<file path="config.mk">
export PLATFORM = sky130hd
export DESIGN_NAME = bcd_regs
export DESIGN_NICKNAME = d
export VERILOG_FILES = /design/src/logic/bcd_pkg.sv /design/src/logic/bcd_threshold.sv /design/src/logic/bcd_regs.sv
export SDC_FILE = /design/constraint.sdc
export NUM_CORES = 1
export LEC_CHECK = 0
export BUFFER_PORTS_ARGS = -buffer_cell sky130_fd_sc_hd__buf_2
export CAP_MARGIN = 10
export CORE_MARGIN = 2
export CORE_UTILIZATION = 30
export CTS_CLUSTER_DIAMETER = 30
export CTS_CLUSTER_SIZE = 10
export DETAILED_ROUTE_END_ITERATION = 8
export GPL_TIMING_DRIVEN = 0
export SYNTH_ARGS = -nofsm -noshare
export SYNTH_HDL_FRONTEND = slang
export SYNTH_SLANG_ARGS = --single-unit
</file>
<file path="constraint.sdc">
create_clock -name sys_clk_i -period 4.89 [get_ports sys_clk_i]
set_input_delay 0.978 -clock sys_clk_i [delete_from_list [all_inputs] [get_ports sys_clk_i]]
set_output_delay 0.978 -clock sys_clk_i [all_outputs]
set_load 0.03 [all_outputs]
</file>
<file path="src/logic/bcd_pkg.sv">
// Package for the bridge control and diagnostic register bank.
// Assumes a configuration-space port with byte offsets and byte enables.
package bcd_pkg;
   // Byte offset of the link timer register.
   localparam logic [7:0] BCD_LINK_TIMER_OFS = 8'hC4;
   // Byte offset of the upstream buffer register, which sits just before it.
   localparam logic [7:0] BCD_UP_BUF_OFS = 8'hC0;
   // Reset value of the link timer register.
   localparam logic [31:0] BCD_LINK_TIMER_RST = 32'h00120108;
   // Writable bits of the link timer register.
   localparam logic [31:0] BCD_LINK_TIMER_WMASK = 32'h001FFFFF;
   // Reset value of the upstream buffer register.
   localparam logic [31:0] BCD_UP_BUF_RST = 32'h00000000;
   // Writable bits of the upstream buffer register; bit 0 is read-only zero.
   localparam logic [31:0] BCD_UP_BUF_WMASK = 32'h0000FFFE;
   // Field positions in the link timer register.
   localparam int BCD_L1_SEP_LSB = 18;
   localparam int BCD_L1_SHR_LSB = 15;
   localparam int BCD_SEC_MASK_BIT = 10;
   localparam int BCD_L1_ASPM_LSB = 6;
   localparam int BCD_L0S_LSB = 2;
   // Field positions in the upstream buffer register.
   localparam int BCD_THR_VAL_LSB = 4;
   localparam int BCD_THR_EN_BIT = 3;
   localparam int BCD_MMCFG_BIT = 2;
   // Timer unit figures.
   localparam int BCD_L1_ASPM_UNIT_NS = 512;
   localparam int BCD_CLK_PERIOD_NS = 8;
   // One L1 ASPM tick in system clocks (512 ns at 8 ns).
   localparam int BCD_L1_ASPM_UNIT_CYC = BCD_L1_ASPM_UNIT_NS / BCD_CLK_PERIOD_NS;
   // Cache line quantity used when the programmed size is invalid, in dwords.
   localparam logic [7:0] BCD_DEFAULT_LINE_DW = 8'h08;
   // Extra dwords added per threshold code.
   localparam logic [7:0] BCD_EXTRA_4DW = 8'h04;
   localparam logic [7:0] BCD_EXTRA_8DW = 8'h08;
   localparam logic [7:0] BCD_EXTRA_12DW = 8'h0C;

   // Configuration access request.
   typedef struct packed {
      logic valid;
      logic write;
      logic [7:0] offset;
      logic [3:0] byte_en;
      logic [31:0] wdata;
   } bcd_cfg_req_t;

   // Decoded controls driven to the rest of the bridge.
   typedef struct packed {
      logic [2:0] link_cap_l1_exit_latency;
      logic [3:0] l1_aspm_entry_delay;
      logic [3:0] l0s_entry_delay;
      logic mmcfg_access_en;
      logic secondary_reset_out;
   } bcd_ctrl_t;
endpackage

</file>
<file path="src/logic/bcd_threshold.sv">
// Upstream request-response buffer threshold calculator.
// Assumes the cache line size and free space arrive in dwords.
`timescale 1ns/1ps
module bcd_threshold import bcd_pkg::*; #(
   parameter int DW_W = 8
) (
   // Clock and reset.
   input wire logic sys_clk_i,
   input wire logic rstn_i,
   // Settings.
   input wire logic thr_en_i,
   input wire logic [1:0] thr_code_i,
   input wire logic [7:0] line_dw_i,
   input wire logic line_valid_i,
   // Buffer state.
   input wire logic [DW_W-1:0] free_dw_i,
   // Decision.
   output logic accept_o
);
   // Effective cache line and required space.
   logic [7:0] line_dw;
   logic [9:0] need_dw;
   logic accept_reg;
   logic accept_next;

   // Work out the space needed and compare against what is free.
   always_comb begin
      line_dw = line_valid_i ? line_dw_i : BCD_DEFAULT_LINE_DW;
      unique case (thr_code_i)
         2'h0: need_dw = {2'h0, line_dw} + {2'h0, BCD_EXTRA_4DW};
         2'h1: need_dw = {2'h0, line_dw} + {2'h0, BCD_EXTRA_8DW};
         2'h2: need_dw = {2'h0, line_dw} + {2'h0, BCD_EXTRA_12DW};
         2'h3: need_dw = {1'h0, line_dw, 1'h0} + {2'h0, BCD_EXTRA_4DW};
      endcase
      if (!thr_en_i) begin
         accept_next = 1'b1;
      end else begin
         accept_next = (32'(free_dw_i) >= 32'(need_dw));
      end
   end

   // Register the decision so the output comes from a flip-flop.
   always_ff @(posedge sys_clk_i) begin
      if (!rstn_i) begin
         accept_reg <= 1'b1;
      end else begin
         accept_reg <= accept_next;
      end
   end

   assign accept_o = accept_reg;
endmodule

</file>
<file path="src/logic/bcd_regs.sv">
// Control and diagnostic register bank of the bridge configuration space.
// Assumes a one-cycle configuration port; read data is registered.
// Notes on behaviour
// - Accept upstream only with threshold space free.
// - Threshold codes: line plus 4/8/12, two lines+4.
// - Invalid line size counts as 8 DW.
// - Threshold mode bit, off at reset.
// - Bit 2 opens memory-mapped configuration access.
// - Read-only reserved bits always read zero.
// - Shared clock set mirrors separate-clock latency.
// - Shared clock clear mirrors shared-clock latency.
// - Mask bit suppresses secondary bus reset.
// - L1 ASPM delay in 512 ns, reset 0100b.
// - L0s delay in 62.5 MHz ticks, reset 0010b.
// - Fundamental, global or power-on reset restores defaults.
// - Register at C4h, reset 0012 0108h.
`timescale 1ns/1ps
module bcd_regs import bcd_pkg::*; #(
   parameter int DW_W = 8
) (
   // Clock and resets.
   input wire logic sys_clk_i,
   input wire logic rstn_i,
   input wire logic fund_rstn_i,
   input wire logic global_reset_in_i,
   input wire logic por_rstn_i,
   // Configuration port.
   input wire bcd_cfg_req_t cfg_req_i,
   output logic [31:0] cfg_rdata_o,
   output logic cfg_ack_o,
   // Link and bridge inputs.
   input wire logic shared_clock_config_i,
   input wire logic secondary_reset_request_i,
   input wire logic [7:0] cache_line_dw_i,
   input wire logic cache_line_valid_i,
   input wire logic [DW_W-1:0] up_buf_free_dw_i,
   // Controls out.
   output bcd_ctrl_t ctrl_o,
   output logic up_accept_o
);
   // Stored register images.
   logic [31:0] link_timer_diag_control_reg;
   logic [31:0] link_timer_diag_control_next;
   logic [31:0] upstream_buffer_diag_control_reg;
   logic [31:0] upstream_buffer_diag_control_next;
   // Read path.
   logic [31:0] rdata_reg;
   logic [31:0] rdata_next;
   logic ack_reg;
   logic ack_next;
   // Output control image.
   bcd_ctrl_t ctrl_reg;
   bcd_ctrl_t ctrl_next;
   // Combined reset.
   logic any_rst;
   // Byte lane write mask.
   logic [31:0] lane_mask;

   assign any_rst = !rstn_i || !fund_rstn_i || global_reset_in_i || !por_rstn_i;

   // Expand byte enables into a bit mask; one generate per lane.
   genvar g;
   generate
      for (g = 0; g < 4; g++) begin : g_lane
         assign lane_mask[g*8 +: 8] = {8{cfg_req_i.byte_en[g]}};
      end
   endgenerate

   // Next-state of the registers and the read path.
   always_comb begin
      link_timer_diag_control_next = link_timer_diag_control_reg;
      upstream_buffer_diag_control_next = upstream_buffer_diag_control_reg;
      rdata_next = 32'h00000000;
      ack_next = cfg_req_i.valid;
      if (cfg_req_i.valid && cfg_req_i.write) begin
         if (cfg_req_i.offset == BCD_LINK_TIMER_OFS) begin
            link_timer_diag_control_next = (link_timer_diag_control_reg & ~(lane_mask & BCD_LINK_TIMER_WMASK))
               | (cfg_req_i.wdata & lane_mask & BCD_LINK_TIMER_WMASK);
         end else if (cfg_req_i.offset == BCD_UP_BUF_OFS) begin
            upstream_buffer_diag_control_next = (upstream_buffer_diag_control_reg
               & ~(lane_mask & BCD_UP_BUF_WMASK)) | (cfg_req_i.wdata & lane_mask & BCD_UP_BUF_WMASK);
         end
      end else if (cfg_req_i.valid) begin
         // Unmapped offsets read as zero.
         if (cfg_req_i.offset == BCD_LINK_TIMER_OFS) begin
            rdata_next = link_timer_diag_control_reg;
         end else if (cfg_req_i.offset == BCD_UP_BUF_OFS) begin
            rdata_next = upstream_buffer_diag_control_reg;
         end
      end
   end

   // Decode the stored fields into the controls the bridge uses.
   always_comb begin
      ctrl_next.link_cap_l1_exit_latency = shared_clock_config_i
         ? link_timer_diag_control_reg[BCD_L1_SEP_LSB +: 3]
         : link_timer_diag_control_reg[BCD_L1_SHR_LSB +: 3];
      ctrl_next.l1_aspm_entry_delay = link_timer_diag_control_reg[BCD_L1_ASPM_LSB +: 4];
      ctrl_next.l0s_entry_delay = link_timer_diag_control_reg[BCD_L0S_LSB +: 4];
      ctrl_next.mmcfg_access_en = upstream_buffer_diag_control_reg[BCD_MMCFG_BIT];
      ctrl_next.secondary_reset_out = secondary_reset_request_i
         && !link_timer_diag_control_reg[BCD_SEC_MASK_BIT];
   end

   // Register everything; any reset source brings back the defaults.
   always_ff @(posedge sys_clk_i) begin
      if (any_rst) begin
         link_timer_diag_control_reg <= BCD_LINK_TIMER_RST;
         upstream_buffer_diag_control_reg <= BCD_UP_BUF_RST;
         rdata_reg <= 32'h00000000;
         ack_reg <= 1'b0;
         ctrl_reg <= '0;
      end else begin
         link_timer_diag_control_reg <= link_timer_diag_control_next;
         upstream_buffer_diag_control_reg <= upstream_buffer_diag_control_next;
         rdata_reg <= rdata_next;
         ack_reg <= ack_next;
         ctrl_reg <= ctrl_next;
      end
   end

   bcd_threshold #(
      .DW_W(DW_W)
   ) u_thr (
      .sys_clk_i(sys_clk_i),
      .rstn_i(!any_rst),
      .thr_en_i(upstream_buffer_diag_control_reg[BCD_THR_EN_BIT]),
      .thr_code_i(upstream_buffer_diag_control_reg[BCD_THR_VAL_LSB +: 2]),
      .line_dw_i(cache_line_dw_i),
      .line_valid_i(cache_line_valid_i),
      .free_dw_i(up_buf_free_dw_i),
      .accept_o(up_accept_o)
   );

   assign cfg_rdata_o = rdata_reg;
   assign cfg_ack_o = ack_reg;
   assign ctrl_o = ctrl_reg;
endmodule

</file>
## Word level (Yosys, flattened, before mapping)

Cells that the tools add are included.

| word-level totals | value |
|---|---|
| register bits after elaboration | 111 |
| bits of input ports | 70 |
| output and inout port bits | 47 |
| word-level logic and storage cells | 49 |

| cells by class | value |
|---|---|
| add/subtract/negate cells | 4 |
| magnitude comparators | 1 |
| equal/unequal tests | 5 |
| muxes and demuxes | 5 |
| bitwise logic cells | 10 |
| reductions and logical operators | 14 |

Operators by type and width:

| cell | number |
|---|---|
| $and 32x32->32 | 2 |
| $mux 32 | 2 |
| $pmux 10 s4 | 1 |
| $not 16->32 | 1 |
| $not 21->32 | 1 |
| $or 32x16->32 | 1 |
| $or 32x21->32 | 1 |
| $and 21x21->21 | 1 |
| $add 8x4->9 const B | 2 |
| $eq 8x8->1 const B | 2 |
| $add 9x3->10 const B | 1 |
| $ge 8x10->1 | 1 |
| $add 8x3->9 const B | 1 |
| $mux 8 | 1 |
| $eq 2x2->1 const B | 2 |
| $logic_not 1->1 | 4 |
| $logic_or 1x1->1 | 3 |
| $mux 3 | 1 |
| $not 1->1 | 3 |
| $reduce_and 3->1 | 1 |
| $reduce_or 3->1 | 1 |
| $eq 2x1->1 const B | 1 |
| $logic_and 1x1->1 | 2 |
| $logic_not 2->1 | 1 |
| other kinds (2) | 2 |

## Depth between registers and ports, before layout

Gate-level depths: netlist of run 1.

| logic depth | value |
|---|---|
| depth after elaboration | 5 |
| mapped depth | 13 |
| gate-level depth less buffers | 12 |

## Modules after synthesis

A second synthesis of run 1 with hierarchy kept.

| unflattened totals | value |
|---|---|
| cell total of the unflattened synthesis | 366 |
| area total of the unflattened synthesis | 3,353.2 µm² |

Modules (own cells, without submodules):

| module | times used | cells each | area each (µm²) | sequential area each (µm²) |
|---|---|---|---|---|
| bcd_regs | 1 | 259 | 2,608.8 | 1,421.4 |
| bcd_threshold | 1 | 107 | 744.5 | 20.0 |

## Worst setup path before layout of run 1

OpenSTA, ideal clock, no wires.

| path | value |
|---|---|
| path type | input to register |
| start | input cache_line_valid_i |
| end | register u_thr.accept_reg, in the netlist u_thr.accept_o |
| setup time | 0.058 ns |
| arrival | 3.373 ns |
| data required time | 4.832 ns |
| setup slack | 1.459 ns |
| stages on the path | 11 |
| path buffers | 1 |
| path through | clkbuf_1 > nand2_1 > fa_1 > nor4b_1 > a211oi_1 > a221oi_1 > ha_1 > nand2_1 > or3_1 > o221ai_1 > o221a_2 |

| between the ends | value |
|---|---|
| cells in the longest elaborated chain, start to end | 4 |
| elaborated cells on any way between the ends | 7 |
| classes of those cells | add/sub (4); order compare (1); mux (2) |

RTL lines:

| element | line | RTL |
|---|---|---|
| from (decl) | bcd_regs.sv:35 | `input wire logic cache_line_valid_i,` |
| $mux 8 * | bcd_threshold.sv:28 | `line_dw = line_valid_i ? line_dw_i : BCD_DEFAULT_LINE_DW;` |
| $add 9x3->10 (tied with other cells) | bcd_threshold.sv:33 | `2'h3: need_dw = {1'h0, line_dw, 1'h0} + {2'h0, BCD_EXTRA_4DW};` |
| $pmux 10 s4 * | bcd_threshold.sv:29 | `unique case (thr_code_i)` |
| $ge 8x10->1 * | bcd_threshold.sv:38 | `accept_next = (32'(free_dw_i) >= 32'(need_dw));` |
| to (signal assigned) | bcd_threshold.sv:47 | `accept_reg <= accept_next;` |
| to (decl) | bcd_threshold.sv:23 | `logic accept_reg;` |

Mark *: on every way between the ends. The rest lies on a longest branch, timed or not.
A chain may end at the register's enable or synchronous reset.

## Worst setup path after layout of run 1

Ends and elaborated chain as after synthesis.

==> reports/results.tsv, run 1 <==
stage	metric	value	unit
setup_path	cp-endpoint	u_thr.accept_o$_SDFF_PP1_	
layout	diodes	0	
synthesis	ys_warn_count	0	
layout	drive_above_1_share	28.7	%
synthesis	synthesis.instances	348	
clock_tree	clk_pin_slew_worst_paths	0.08	ns
routing	wl_met2	3960	um
grt	grt_max_degree	12	
floorplanning	chipHeight	108	um
pwr	power.share.sequential	53.9	%
synthesis	synth_edf_count	0	
sta	fin_setup_tns	0	ns
layout	stdcell_count	604	
setup_path	crit_required	5.18	ns
setup_path	cp-startpoint	cache_line_valid_i	
clock_tree	tritoncts	done	
clock_tree	cts_sinks	72	
floorplanning	rows	38	
setup_path	path_cells	buf_2 -> clkbuf_1 -> nand2_1 -> fa_1 -> nor4b_1 -> a211oi_1 -> a221oi_1 -> ha_1 -> nand2_1 -> or3_1 -> o221ai_1 -> o221a_2	
sta	fin_crit	3.67	ns
sta	finalMaxSlewViolations	0	
grt	grt_pass1_wl	12900	um
routing	drt_iter0_markers	111	
clock_tree	cts_setup_buffers	0	
sta	max_freq	0.273	GHz
setup_path	critPathLaunchType	primary input	
clock_tree	cts_resized	0	
clock_tree	clk_latency	0.34	ns
layout	fin_nets	542	
pwr	ir_drop	136	uV
sta	finClkSkew	0.00666	ns
pwr	cellLeakagePower	1.93	nW
routing	routedLengthMet1	3680	um
routing	wire_per_inst	13.7	um
synthesis	async_flop_share	0	%
pwr	internal_power	0.820	mW
grt	grt_antenna_before_repair	0	
flow_run	cap_violations	0	
setup_path	rr_worst_depth	13	
sta	setup_slack	1.22	ns
synthesis	ys_ff_latch	72	
synthesis	synth-main-ff-cell	dfxtp_1	
placed_design	numPortBuffers	92	
pwr	p_comb_share	9.5	%
setup_path	reg2reg_to	u_thr.accept_o$_SDFF_PP1_	
routing	routed_wl	8300	um
setup_path	end_kind	flip-flop	
routing	dr.pass1.iters	4	
clock_tree	cts_max_level	3	
synthesis	syn_area	3270	um^2
sta	setup_viol	0	
floorplanning	coreArea	10700	um^2
floorplanning	chipWidth	108	um
setup_path	cp.arrival	3.96	ns
pwr	p_sw	0.270	mW
routing	route.met3.wl	631	um
sta	worst_slew_pin_slew	0.588	ns
placed_design	gp_congestion	0.831	
synthesis	synth.distinct_cells	55	
grt	grt_pass1_vias	2732	
routing	ant_nets	0	
clock_tree	hold_buffers	0	
routing	via_count	2774	
grt	grt.overflow.total	0	
min_path	hp-class	reg -> reg	
clock_tree	cts_buffer_depth	2	
routing	maxUsedRoutingLayer	met4	
setup_path	cp_common_cell	nand2_1	
floorplanning	die_area	11700	um^2
setup_path	slowest_delay	0.49	ns
pwr	clkPwrFrac	36.6	%
setup_path	critPathKind	in -> reg	
synthesis	yosysSeqAreaShare	44.1	%
floorplanning	top_level_ports	117	
sta	rsz0062_at_grt	no	
routing	viasPerCell	4.59	
placed_design	place_inst	590	
placed_design	dp_hpwl	6270	um
sta	hold_viol_final	0	
placed_design	pre_cts_slack	0.850	ns
grt	grt.total_usage	14.3	%
routing	drc	0	
setup_path	crit_path_max_fanout	10	
layout	areaGrowthSynthToFinish	25.5	%
sta	maxSlewHeadroom	60.8	%
outcome	status	finished, final reports clean	
pwr	powerDensity	266	nW/um^2
clock_tree	cts-buffers-inserted	9	
setup_path	ff2ff_setup_slack	1.25	ns
sta	fin_crit_sh	74.9	%
pwr	swShare	24.8	%
setup_path	slowest_stage	nor4b_1	
clock_tree	clockRootBuffer	clkbuf_8	
floorplanning	start_util	30.4	%
synthesis	synth_area_per_cell	9.39	um^2
==> stage by stage <==
step	utilization [%]	instance area [um^2]	power [mW]	hold WS, ns
CTS	38.2	4100	1.10	0.459
floorplan	-	3310	0.662	0.419
global route	38.2	4100	1.14	0.486
detailed placement	36.7	3940	0.703	0.448
finish	38.2	4100	1.09	0.455
global placement	36.7	3940	0.701	0.442
==> cell usage after synthesis (2+ instances only) <==
master	instances	share of area (%)
o211ai_1	2	0.46
o21ai_0	8	1.2
a311o_1	2	0.61
a21oi_1	12	1.8
inv_1	17	2.0
nor2b_1	2	0.38
a22o_1	15	4.0
nand4_1	4	0.77
nor4_4	2	1.3
mux2i_1	32	9.8
ha_1	10	3.8
xnor2_1	3	0.80
clkbuf_1	12	1.4
and3_1	2	0.38
xor2_1	2	0.54
or3_1	4	0.77
nor2_1	10	1.1
nand3_1	5	0.77
nand2_1	65	7.5
a31oi_1	3	0.57
a21boi_0	2	0.46
a41o_1	3	0.92
dfxtp_1	72	44
and2_1	10	1.9
nand2b_1	4	0.77
buf_4	14	3.2
buf_6	3	1.0
==> critical path, delay by kind of cell <==
kind / cells / cell delay (ns)
AOI/OAI and AO/OA: 4 / 0.80
buffers and inverters: 2 / 0.49
adders and majority gates: 2 / 0.62
and+or+nand+nor: 4 / 1.05
==> layout by cell type, fill, tap and decap left out, drive strengths merged, types with 2 or more instances in the layout <==
cell type  synthesis  layout
xnor2              3       3
mux2i             32      32
and3               3       3
o211ai             2       2
clkinv             0       3
and2              11      11
a311o              2       2
nand2             66      66
conb               1      11
a31oi              3       3
buf               18     110
clkbuf            12      22
nor4               4       4
ha                10      10
nand3              5       5
a21oi             12      12
o21ai              8       8
nand4              4       4
nand2b             4       4
a41o               3       3
nor2b              2       2
xor2               2       2
a21boi             2       2
a22o              15      15
inv               17      17
dfxtp             72      72
or3                5       5
nor2              10      10
==> how the worst min path moves through the flow <==
stage	start	endpoint	cells after the start
after global routing	flip-flop	flip-flop	2
after detailed placement	flip-flop	ctrl_o[4]$_SDFF_PP0_	2
after floorplan	flip-flop	ctrl_o[0]$_SDFF_PP0_	1
after CTS	flip-flop	ctrl_o[1]$_SDFF_PP0_	2
final	flip-flop	flip-flop	2
after global placement	flip-flop	flip-flop	2
==> metal layers <==
layer / vias to the layer above / GRT usage [%]
li1: 1403 / -
met1: 1273 / 16.7
met2: 91 / 25.4
met3: 7 / 4.88
met4: 0 / 3.02
met5: - / 0
==> cell families (layout without fill, tap and decap cells) <==
kind of cell | after synthesis | count (layout) | synth area share (%)
buf+inv | 47 | 153 | 7.73
compound gates | 57 | 57 | 12.7
flops | 72 | 72 | 44.1
fa+ha+maj | 11 | 11 | 4.44
simple gates | 122 | 122 | 19.4
other cells | 1 | 11 | 0.115
xor+xnor | 5 | 5 | 1.34
mux | 33 | 33 | 10.1
==> power groups by stage <==
stage                     clock network, mW  logic, mW  registers (mW)
after floorplan                           0     0.0590           0.603
after global placement                    0      0.100           0.601
after detailed placement                  0      0.102           0.601
after CTS                             0.409      0.103           0.587
after global routing                  0.437      0.115           0.587
final                                 0.399      0.103           0.587
==> cell type report <==
cell class                      count  area [um^2]
Fill cell                        1098         6640
Multi-Input combinational cell    239         1610
Sequential cell                    72         1440
Timing Repair Buffer               92          460
Buffer                             30          189
Tap cell                          140          175
Clock buffer                       10          138
Inverter                           17         63.8
Clock inverter                      4         22.5
(Power assumes the default switching activity.)
==> run 2: changes to the inputs <==
Clock period 4.89 ns to 3 ns, I/O delays scaled along.
==> reports/results.tsv, run 2 (synthesis results as in run 1) <==
stage	metric	value	unit	change
clock_tree	cts_buffer_depth	2		unchanged
sta	max_freq	0.350	GHz	
pwr	p_comb_share	9.9	%	was 9.5%
grt	grt.total_usage	14.6	%	was 14.3%
setup_path	critPathKind	reg -> reg		was in -> reg
pwr	ir_drop	176	uV	was 136 uV
min_path	hp-class	reg -> reg		unchanged
sta	maxSlewHeadroom	52.1	%	was 60.8%
sta	worst_slew_pin_slew	0.712	ns	was 0.588 ns
routing	via_count	2772		was 2774
pwr	swShare	24.0	%	was 24.8%
sta	setup_viol	0		unchanged
routing	viasPerCell	4.59		about the same
layout	num-fill-cells	1130		was 1098
sta	fin_crit	2.85	ns	
sta	hold_ws	0.460	ns	was 0.455 ns
floorplanning	chipWidth	108	um	unchanged
setup_path	critPathLaunchType	flip-flop		was primary input
setup_path	end_kind	flip-flop		unchanged
grt	grt_max_degree	16		was 12
routing	dr.pass1.iters	4		unchanged
routing	drt_iter0_markers	93		was 111
setup_path	slowest_delay	0.40	ns	was 0.49 ns
layout	finish.instance_area	4160	um^2	was 4100 um^2
setup_path	critical_path.top_delay_family	simple AND/OR/NAND/NOR gates		unchanged
sta	finClkSkew	0.00404	ns	was 0.00666 ns
routing	wire_per_inst	14.0	um	was 13.7 um
pwr	totalPowerFinal	1.77	mW	was 1.09 mW
clock_tree	cts-buffers-inserted	9		unchanged
routing	ant_nets	0		unchanged
floorplanning	start_util	30.4	%	unchanged
setup_path	crit_required	3.28	ns	was 5.18 ns
placed_design	dpl_cell_area	3950	um^2	was 3940 um^2
flow_run	cap_violations	0		unchanged
setup_path	ff2ff_setup_slack	0.15	ns	was 1.25 ns
pwr	p_sw	0.424	mW	was 0.270 mW
placed_design	pre_cts_slack	-0.607	ns	was 0.850 ns
sta	fin_crit_sh	95.2	%	
placed_design	dp_hpwl	6380	um	was 6270 um
floorplanning	coreArea	10700	um^2	unchanged
routing	routed_wl	8490	um	was 8300 um
layout	multi_input_area	1650	um^2	was 1610 um^2
routing	drc	0		unchanged
setup_path	worst-path-buf-inv	3		was 2
sta	hold_viol_final	0		unchanged
floorplanning	die_area	11700	um^2	unchanged
clock_tree	tritoncts	done		unchanged
grt	grt_antenna_before_repair	0		unchanged
setup_path	cp.arrival	3.13	ns	was 3.96 ns
setup_path	slowest_stage	fa_2		was nor4b_1
pwr	clkPwrFrac	36.0	%	was 36.6%
clock_tree	clockRootBuffer	clkbuf_8		unchanged
floorplanning	chipHeight	108	um	unchanged
setup_path	rr_worst_depth	12		was 13
layout	drive_above_1_share	30.6	%	was 28.7%
pwr	cellLeakagePower	1.95	nW	was 1.93 nW
floorplanning	top_level_ports	117		unchanged
floorplanning	rows	38		unchanged
placed_design	numPortBuffers	92		unchanged
placed_design	gp_congestion	0.838		was 0.831
clock_tree	clk_pin_slew_worst_paths	0.07	ns	was 0.08 ns
clock_tree	clk_latency	0.33	ns	was 0.34 ns
layout	diodes	0		unchanged
setup_path	path_cells	buf_6 -> nor2b_2 -> inv_1 -> fa_2 -> nor4b_4 -> buf_4 -> a221oi_2 -> ha_1 -> nand2_1 -> or3_1 -> o221ai_2 -> o221a_2		was buf_2 -> clkbuf_1 -> nand2_1 -> fa_1 -> nor4b_1 -> a211oi_1 -> a221oi_1 -> ha_1 -> nand2_1 -> or3_1 -> o221ai_1 -> o221a_2
grt	grt.overflow.total	0		unchanged
sta	fin_setup_tns	0	ns	unchanged
pwr	internal_power	1.34	mW	was 0.820 mW
clock_tree	cts_sinks	72		unchanged
min_path	hold_depth	2		unchanged
layout	layout_commonest_cell	buf_2		unchanged
grt	grt_pass1_wl	13200	um	was 12900 um
layout	areaGrowthSynthToFinish	27.2	%	was 25.5%
pwr	power.share.sequential	54.1	%	was 53.9%
grt	grt_pass1_vias	2682		was 2732
layout	final_cell_mix	buf_2 (92), dfxtp_1 (70), nand2_1 (64)		was buf_2 (93), dfxtp_1 (72), nand2_1 (65)
sta	setup_slack	0.145	ns	was 1.22 ns
pwr	powerDensity	425	nW/um^2	was 266 nW/um^2
setup_path	crit_path_max_fanout	10		unchanged
clock_tree	cts_max_level	3		unchanged
sta	finalMaxSlewViolations	0		unchanged
setup_path	reg2reg_to	u_thr.accept_o$_SDFF_PP1_		unchanged
layout	fin_nets	542		unchanged
min_path	holdPathEnd	ctrl_o[1]$_SDFF_PP0_		
outcome	status	finished, final reports clean		unchanged
layout	seqCellArea	1450	um^2	was 1440 um^2
run 2: power groups by stage:
stage / clock network (mW) / registers, mW / logic [mW]
floorplan: 0 / 0.982 / 0.0967
global placement: 0 / 0.979 / 0.165
detailed placement: 0 / 0.979 / 0.169
CTS: 0.659 / 0.957 / 0.172
global route: 0.703 / 0.956 / 0.194
finish: 0.636 / 0.956 / 0.175
run 2: worst max-delay path by stage:
stage / endpoint / slack [ns] / depth (start not counted)
finish: u_thr.accept_o$_SDFF_PP1_ / 0.15 / 12
CTS: u_thr.accept_o$_SDFF_PP1_ / 0.05 / 12
global route: u_thr.accept_o$_SDFF_PP1_ / -0.003 / 12
detailed placement: u_thr.accept_o$_SDFF_PP1_ / -0.61 / 12
global placement: u_thr.accept_o$_SDFF_PP1_ / -0.53 / 12
floorplan: u_thr.accept_o$_SDFF_PP1_ / 0.03 / 13
run 2: worst min-delay path, delay by kind of cell, from the launching register on:
family	cells	cell delay [ns]
buf+inv	1	0.04
flops	1	0.31
simple gates	1	0.07
run 2: layout make-up:
class                           instances  area share, %
Multi-Input combinational cell        239           39.6
Timing Repair Buffer                   94           11.5
Buffer                                 28           4.64
Sequential cell                        72           34.8
Tap cell                              140           4.21
Clock buffer                           13           3.58
Inverter                               17           1.54
Clock inverter                          1          0.120
run 2: repair_timing:
item | 4_1_cts | 5_1_grt
pin swaps | 1 | 2
gates resized for setup | 7 | 9
hold buffers | 0 | 0
setup endpoints to repair | 1 | 1
setup buffers | 1 | 1
run 2: through the flow:
step                      std cells  utilization [%]
after CTS                       603             38.4
after detailed placement        590             36.7
after global routing            604             38.7
final                           604             38.7
after global placement          590             36.7
after floorplan                 358                -
run 2: routing by layer:
| layer | vias to the layer above | wire length [um] | global-route usage, % |
|---|---|---|---|
| met4 | 0 | 70 | 3.48 |
| met1 | 1264 | 3870 | 18.3 |
| met2 | 95 | 3990 | 24.7 |
| met5 | - | 0 | 0 |
| met3 | 8 | 556 | 4.22 |
| li1 | 1405 | - | - |
==> run 3: changes to the inputs <==
Settings changed: CORE_MARGIN 2 to 10.
Clock period 3 ns to 3.05 ns, I/O delays scaled along.
==> reports/results.tsv, run 3 (synthesis results as in run 1) <==
stage	metric	value	unit	change
placed_design	gp_congestion	0.831		was 0.838
grt	top_usage_layer	met2		unchanged
layout	layout_commonest_cell	buf_2		unchanged
setup_path	critPathKind	in -> reg		was reg -> reg
clock_tree	clk_pin_slew_worst_paths	0.08	ns	was 0.07 ns
clock_tree	clockRootBuffer	clkbuf_8		unchanged
clock_tree	clk_latency	0.35	ns	was 0.33 ns
clock_tree	hold_buffers	0		unchanged
setup_path	cp.arrival	3.15	ns	was 3.13 ns
routing	routed_wl	9230	um	was 8490 um
routing	dr.pass1.iters	4		unchanged
placed_design	place_inst	590		unchanged
clock_tree	cts-buffers-inserted	9		unchanged
floorplanning	top_level_ports	117		unchanged
layout	final_cell_mix	buf_2 (93), dfxtp_1 (70), nand2_1 (64)		was buf_2 (92), dfxtp_1 (70), nand2_1 (64)
sta	fin_crit_sh	93.8	%	
setup_path	ff2ff_setup_slack	0.21	ns	was 0.15 ns
floorplanning	coreArea	10700	um^2	unchanged
floorplanning	start_util	30.4	%	unchanged
placed_design	dp_hpwl	7110	um	was 6380 um
grt	met1_usage	14.1	%	was 18.3%
sta	max_freq	0.349	GHz	
sta	setup_viol	0		unchanged
layout	drive_above_1_share	30.8	%	was 30.6%
pwr	ir_drop	223	uV	was 176 uV
clock_tree	cts_buffer_depth	2		unchanged
sta	fin_setup_tns	0	ns	unchanged
layout	final_core_utilization	39.5	%	was 38.7%
routing	via_count	2824		was 2772
grt	grt_max_degree	16		unchanged
sta	worst_slew_pin_slew	0.650	ns	was 0.712 ns
layout	diodes	0		unchanged
sta	finalMaxSlewViolations	0		unchanged
sta	hold_viol_final	0		unchanged
setup_path	reg2reg_to	u_thr.accept_o$_SDFF_PP1_		unchanged
floorplanning	chipWidth	124	um	was 108 um
routing	viasPerCell	4.67		was 4.59
min_path	hp-class	reg -> reg		unchanged
sta	maxSlewHeadroom	56.7	%	was 52.1%
grt	grt_antenna_before_repair	0		unchanged
grt	grt_pass1_wl	14800	um	was 13200 um
min_path	hold_depth	2		unchanged
floorplanning	die_area	15500	um^2	was 11700 um^2
pwr	powerDensity	491	nW/um^2	was 425 nW/um^2
pwr	cellLeakagePower	1.99	nW	was 1.95 nW
setup_path	rr_worst_depth	12		unchanged
grt	grt.total_usage	11.7	%	was 14.6%
flow_run	cap_violations	0		unchanged
setup_path	end_kind	flip-flop		unchanged
floorplanning	rows	38		unchanged
floorplanning	chipHeight	124	um	was 108 um
routing	ant_nets	0		unchanged
layout	fin_nets	541		was 542
clock_tree	cts_sinks	72		unchanged
setup_path	crit_path_max_fanout	15		was 10
layout	stdcell_count	605		was 604
clock_tree	cts_max_level	3		unchanged
grt	grt_pass1_vias	2884		was 2682
pwr	totalPowerFinal	2.08	mW	was 1.77 mW
grt	use_met2	18.6	%	was 24.7%
grt	grt.overflow.total	0		unchanged
setup_path	cp-startpoint	cache_line_valid_i		
sta	finClkSkew	0.00715	ns	was 0.00404 ns
sta	fin_crit	2.86	ns	
layout	areaGrowthSynthToFinish	29.9	%	was 27.2%
setup_path	cp-endpoint	u_thr.accept_o$_SDFF_PP1_		unchanged
outcome	status	finished, final reports clean		unchanged
placed_design	numPortBuffers	92		unchanged
setup_path	crit_required	3.34	ns	was 3.28 ns
grt	grt_use_met3	5.53	%	was 4.22%
setup_path	critPathLaunchType	primary input		was flip-flop
routing	drt_iter0_markers	85		was 93
routing	wire_per_inst	15.2	um	was 14.0 um
clock_tree	tritoncts	done		unchanged
routing	drc	0		unchanged
run 3: where the power goes:
part | switching (mW) | internal [mW] | leakage (nW)
clock network | 0.345 | 0.628 | 0.128
registers | 0.000311 | 0.940 | 0.581
logic | 0.0987 | 0.0711 | 1.28
run 3: per-layer routing:
layer	vias to the layer above	share of wire [%]
li1	1410	-
met1	1305	45
met2	99	46
met3	10	7.9
met4	0	0.73
met5	-	0
run 3: critical path, stage by stage:
cell	delay, ns
buf_2	0.24
nand2_2	0.14
inv_1	0.08
ha_1	0.26
nand3_1	0.14
xnor2_1	0.16
a32o_1	0.29
a221oi_2	0.27
ha_1	0.16
nand2_1	0.06
or3_1	0.34
o221ai_1	0.20
o221a_2	0.20
run 3: worst min-delay path by stage:
stage / from / end / slack [ns]
3_5_place_dp: flip-flop / ctrl_o[0]$_SDFF_PP0_ / 0.45
4_1_cts: flip-flop / ctrl_o[1]$_SDFF_PP0_ / 0.45
5_1_grt: flip-flop / ctrl_o[0]$_SDFF_PP0_ / 0.48
2_1_floorplan: flip-flop / ctrl_o[0]$_SDFF_PP0_ / 0.42
3_3_place_gp: flip-flop / flip-flop / 0.44
6_report: flip-flop / ctrl_o[1]$_SDFF_PP0_ / 0.45
run 3: area by class of cell:
cell class | instances | area [um^2]
fillers | 1116 | 6500
multi-input cells | 239 | 1640
flip-flops and latches | 72 | 1450
repair buffers | 93 | 468
plain buffers | 28 | 193
well taps | 140 | 175
clock buffers | 11 | 131
clock inverters | 5 | 129
inverters | 17 | 63.8
run 3: stage by stage:
step | area [um^2] | worst slack (ns) | hold WS, ns
after floorplan | 3310 | 0.0789 | 0.419
after global placement | 3950 | -0.493 | 0.441
after detailed placement | 3950 | -0.542 | 0.445
after CTS | 4230 | 0.0520 | 0.452
after global routing | 4250 | -0.00490 | 0.477
final | 4250 | 0.188 | 0.449
run 3: repair_timing:
| item | CTS | global route |
|---|---|---|
| buffers inserted | 0 | 1 |
| resized for setup | 7 | 7 |
| pin swaps | 1 | 2 |
| endpoints found under the setup margin | 1 | 1 |
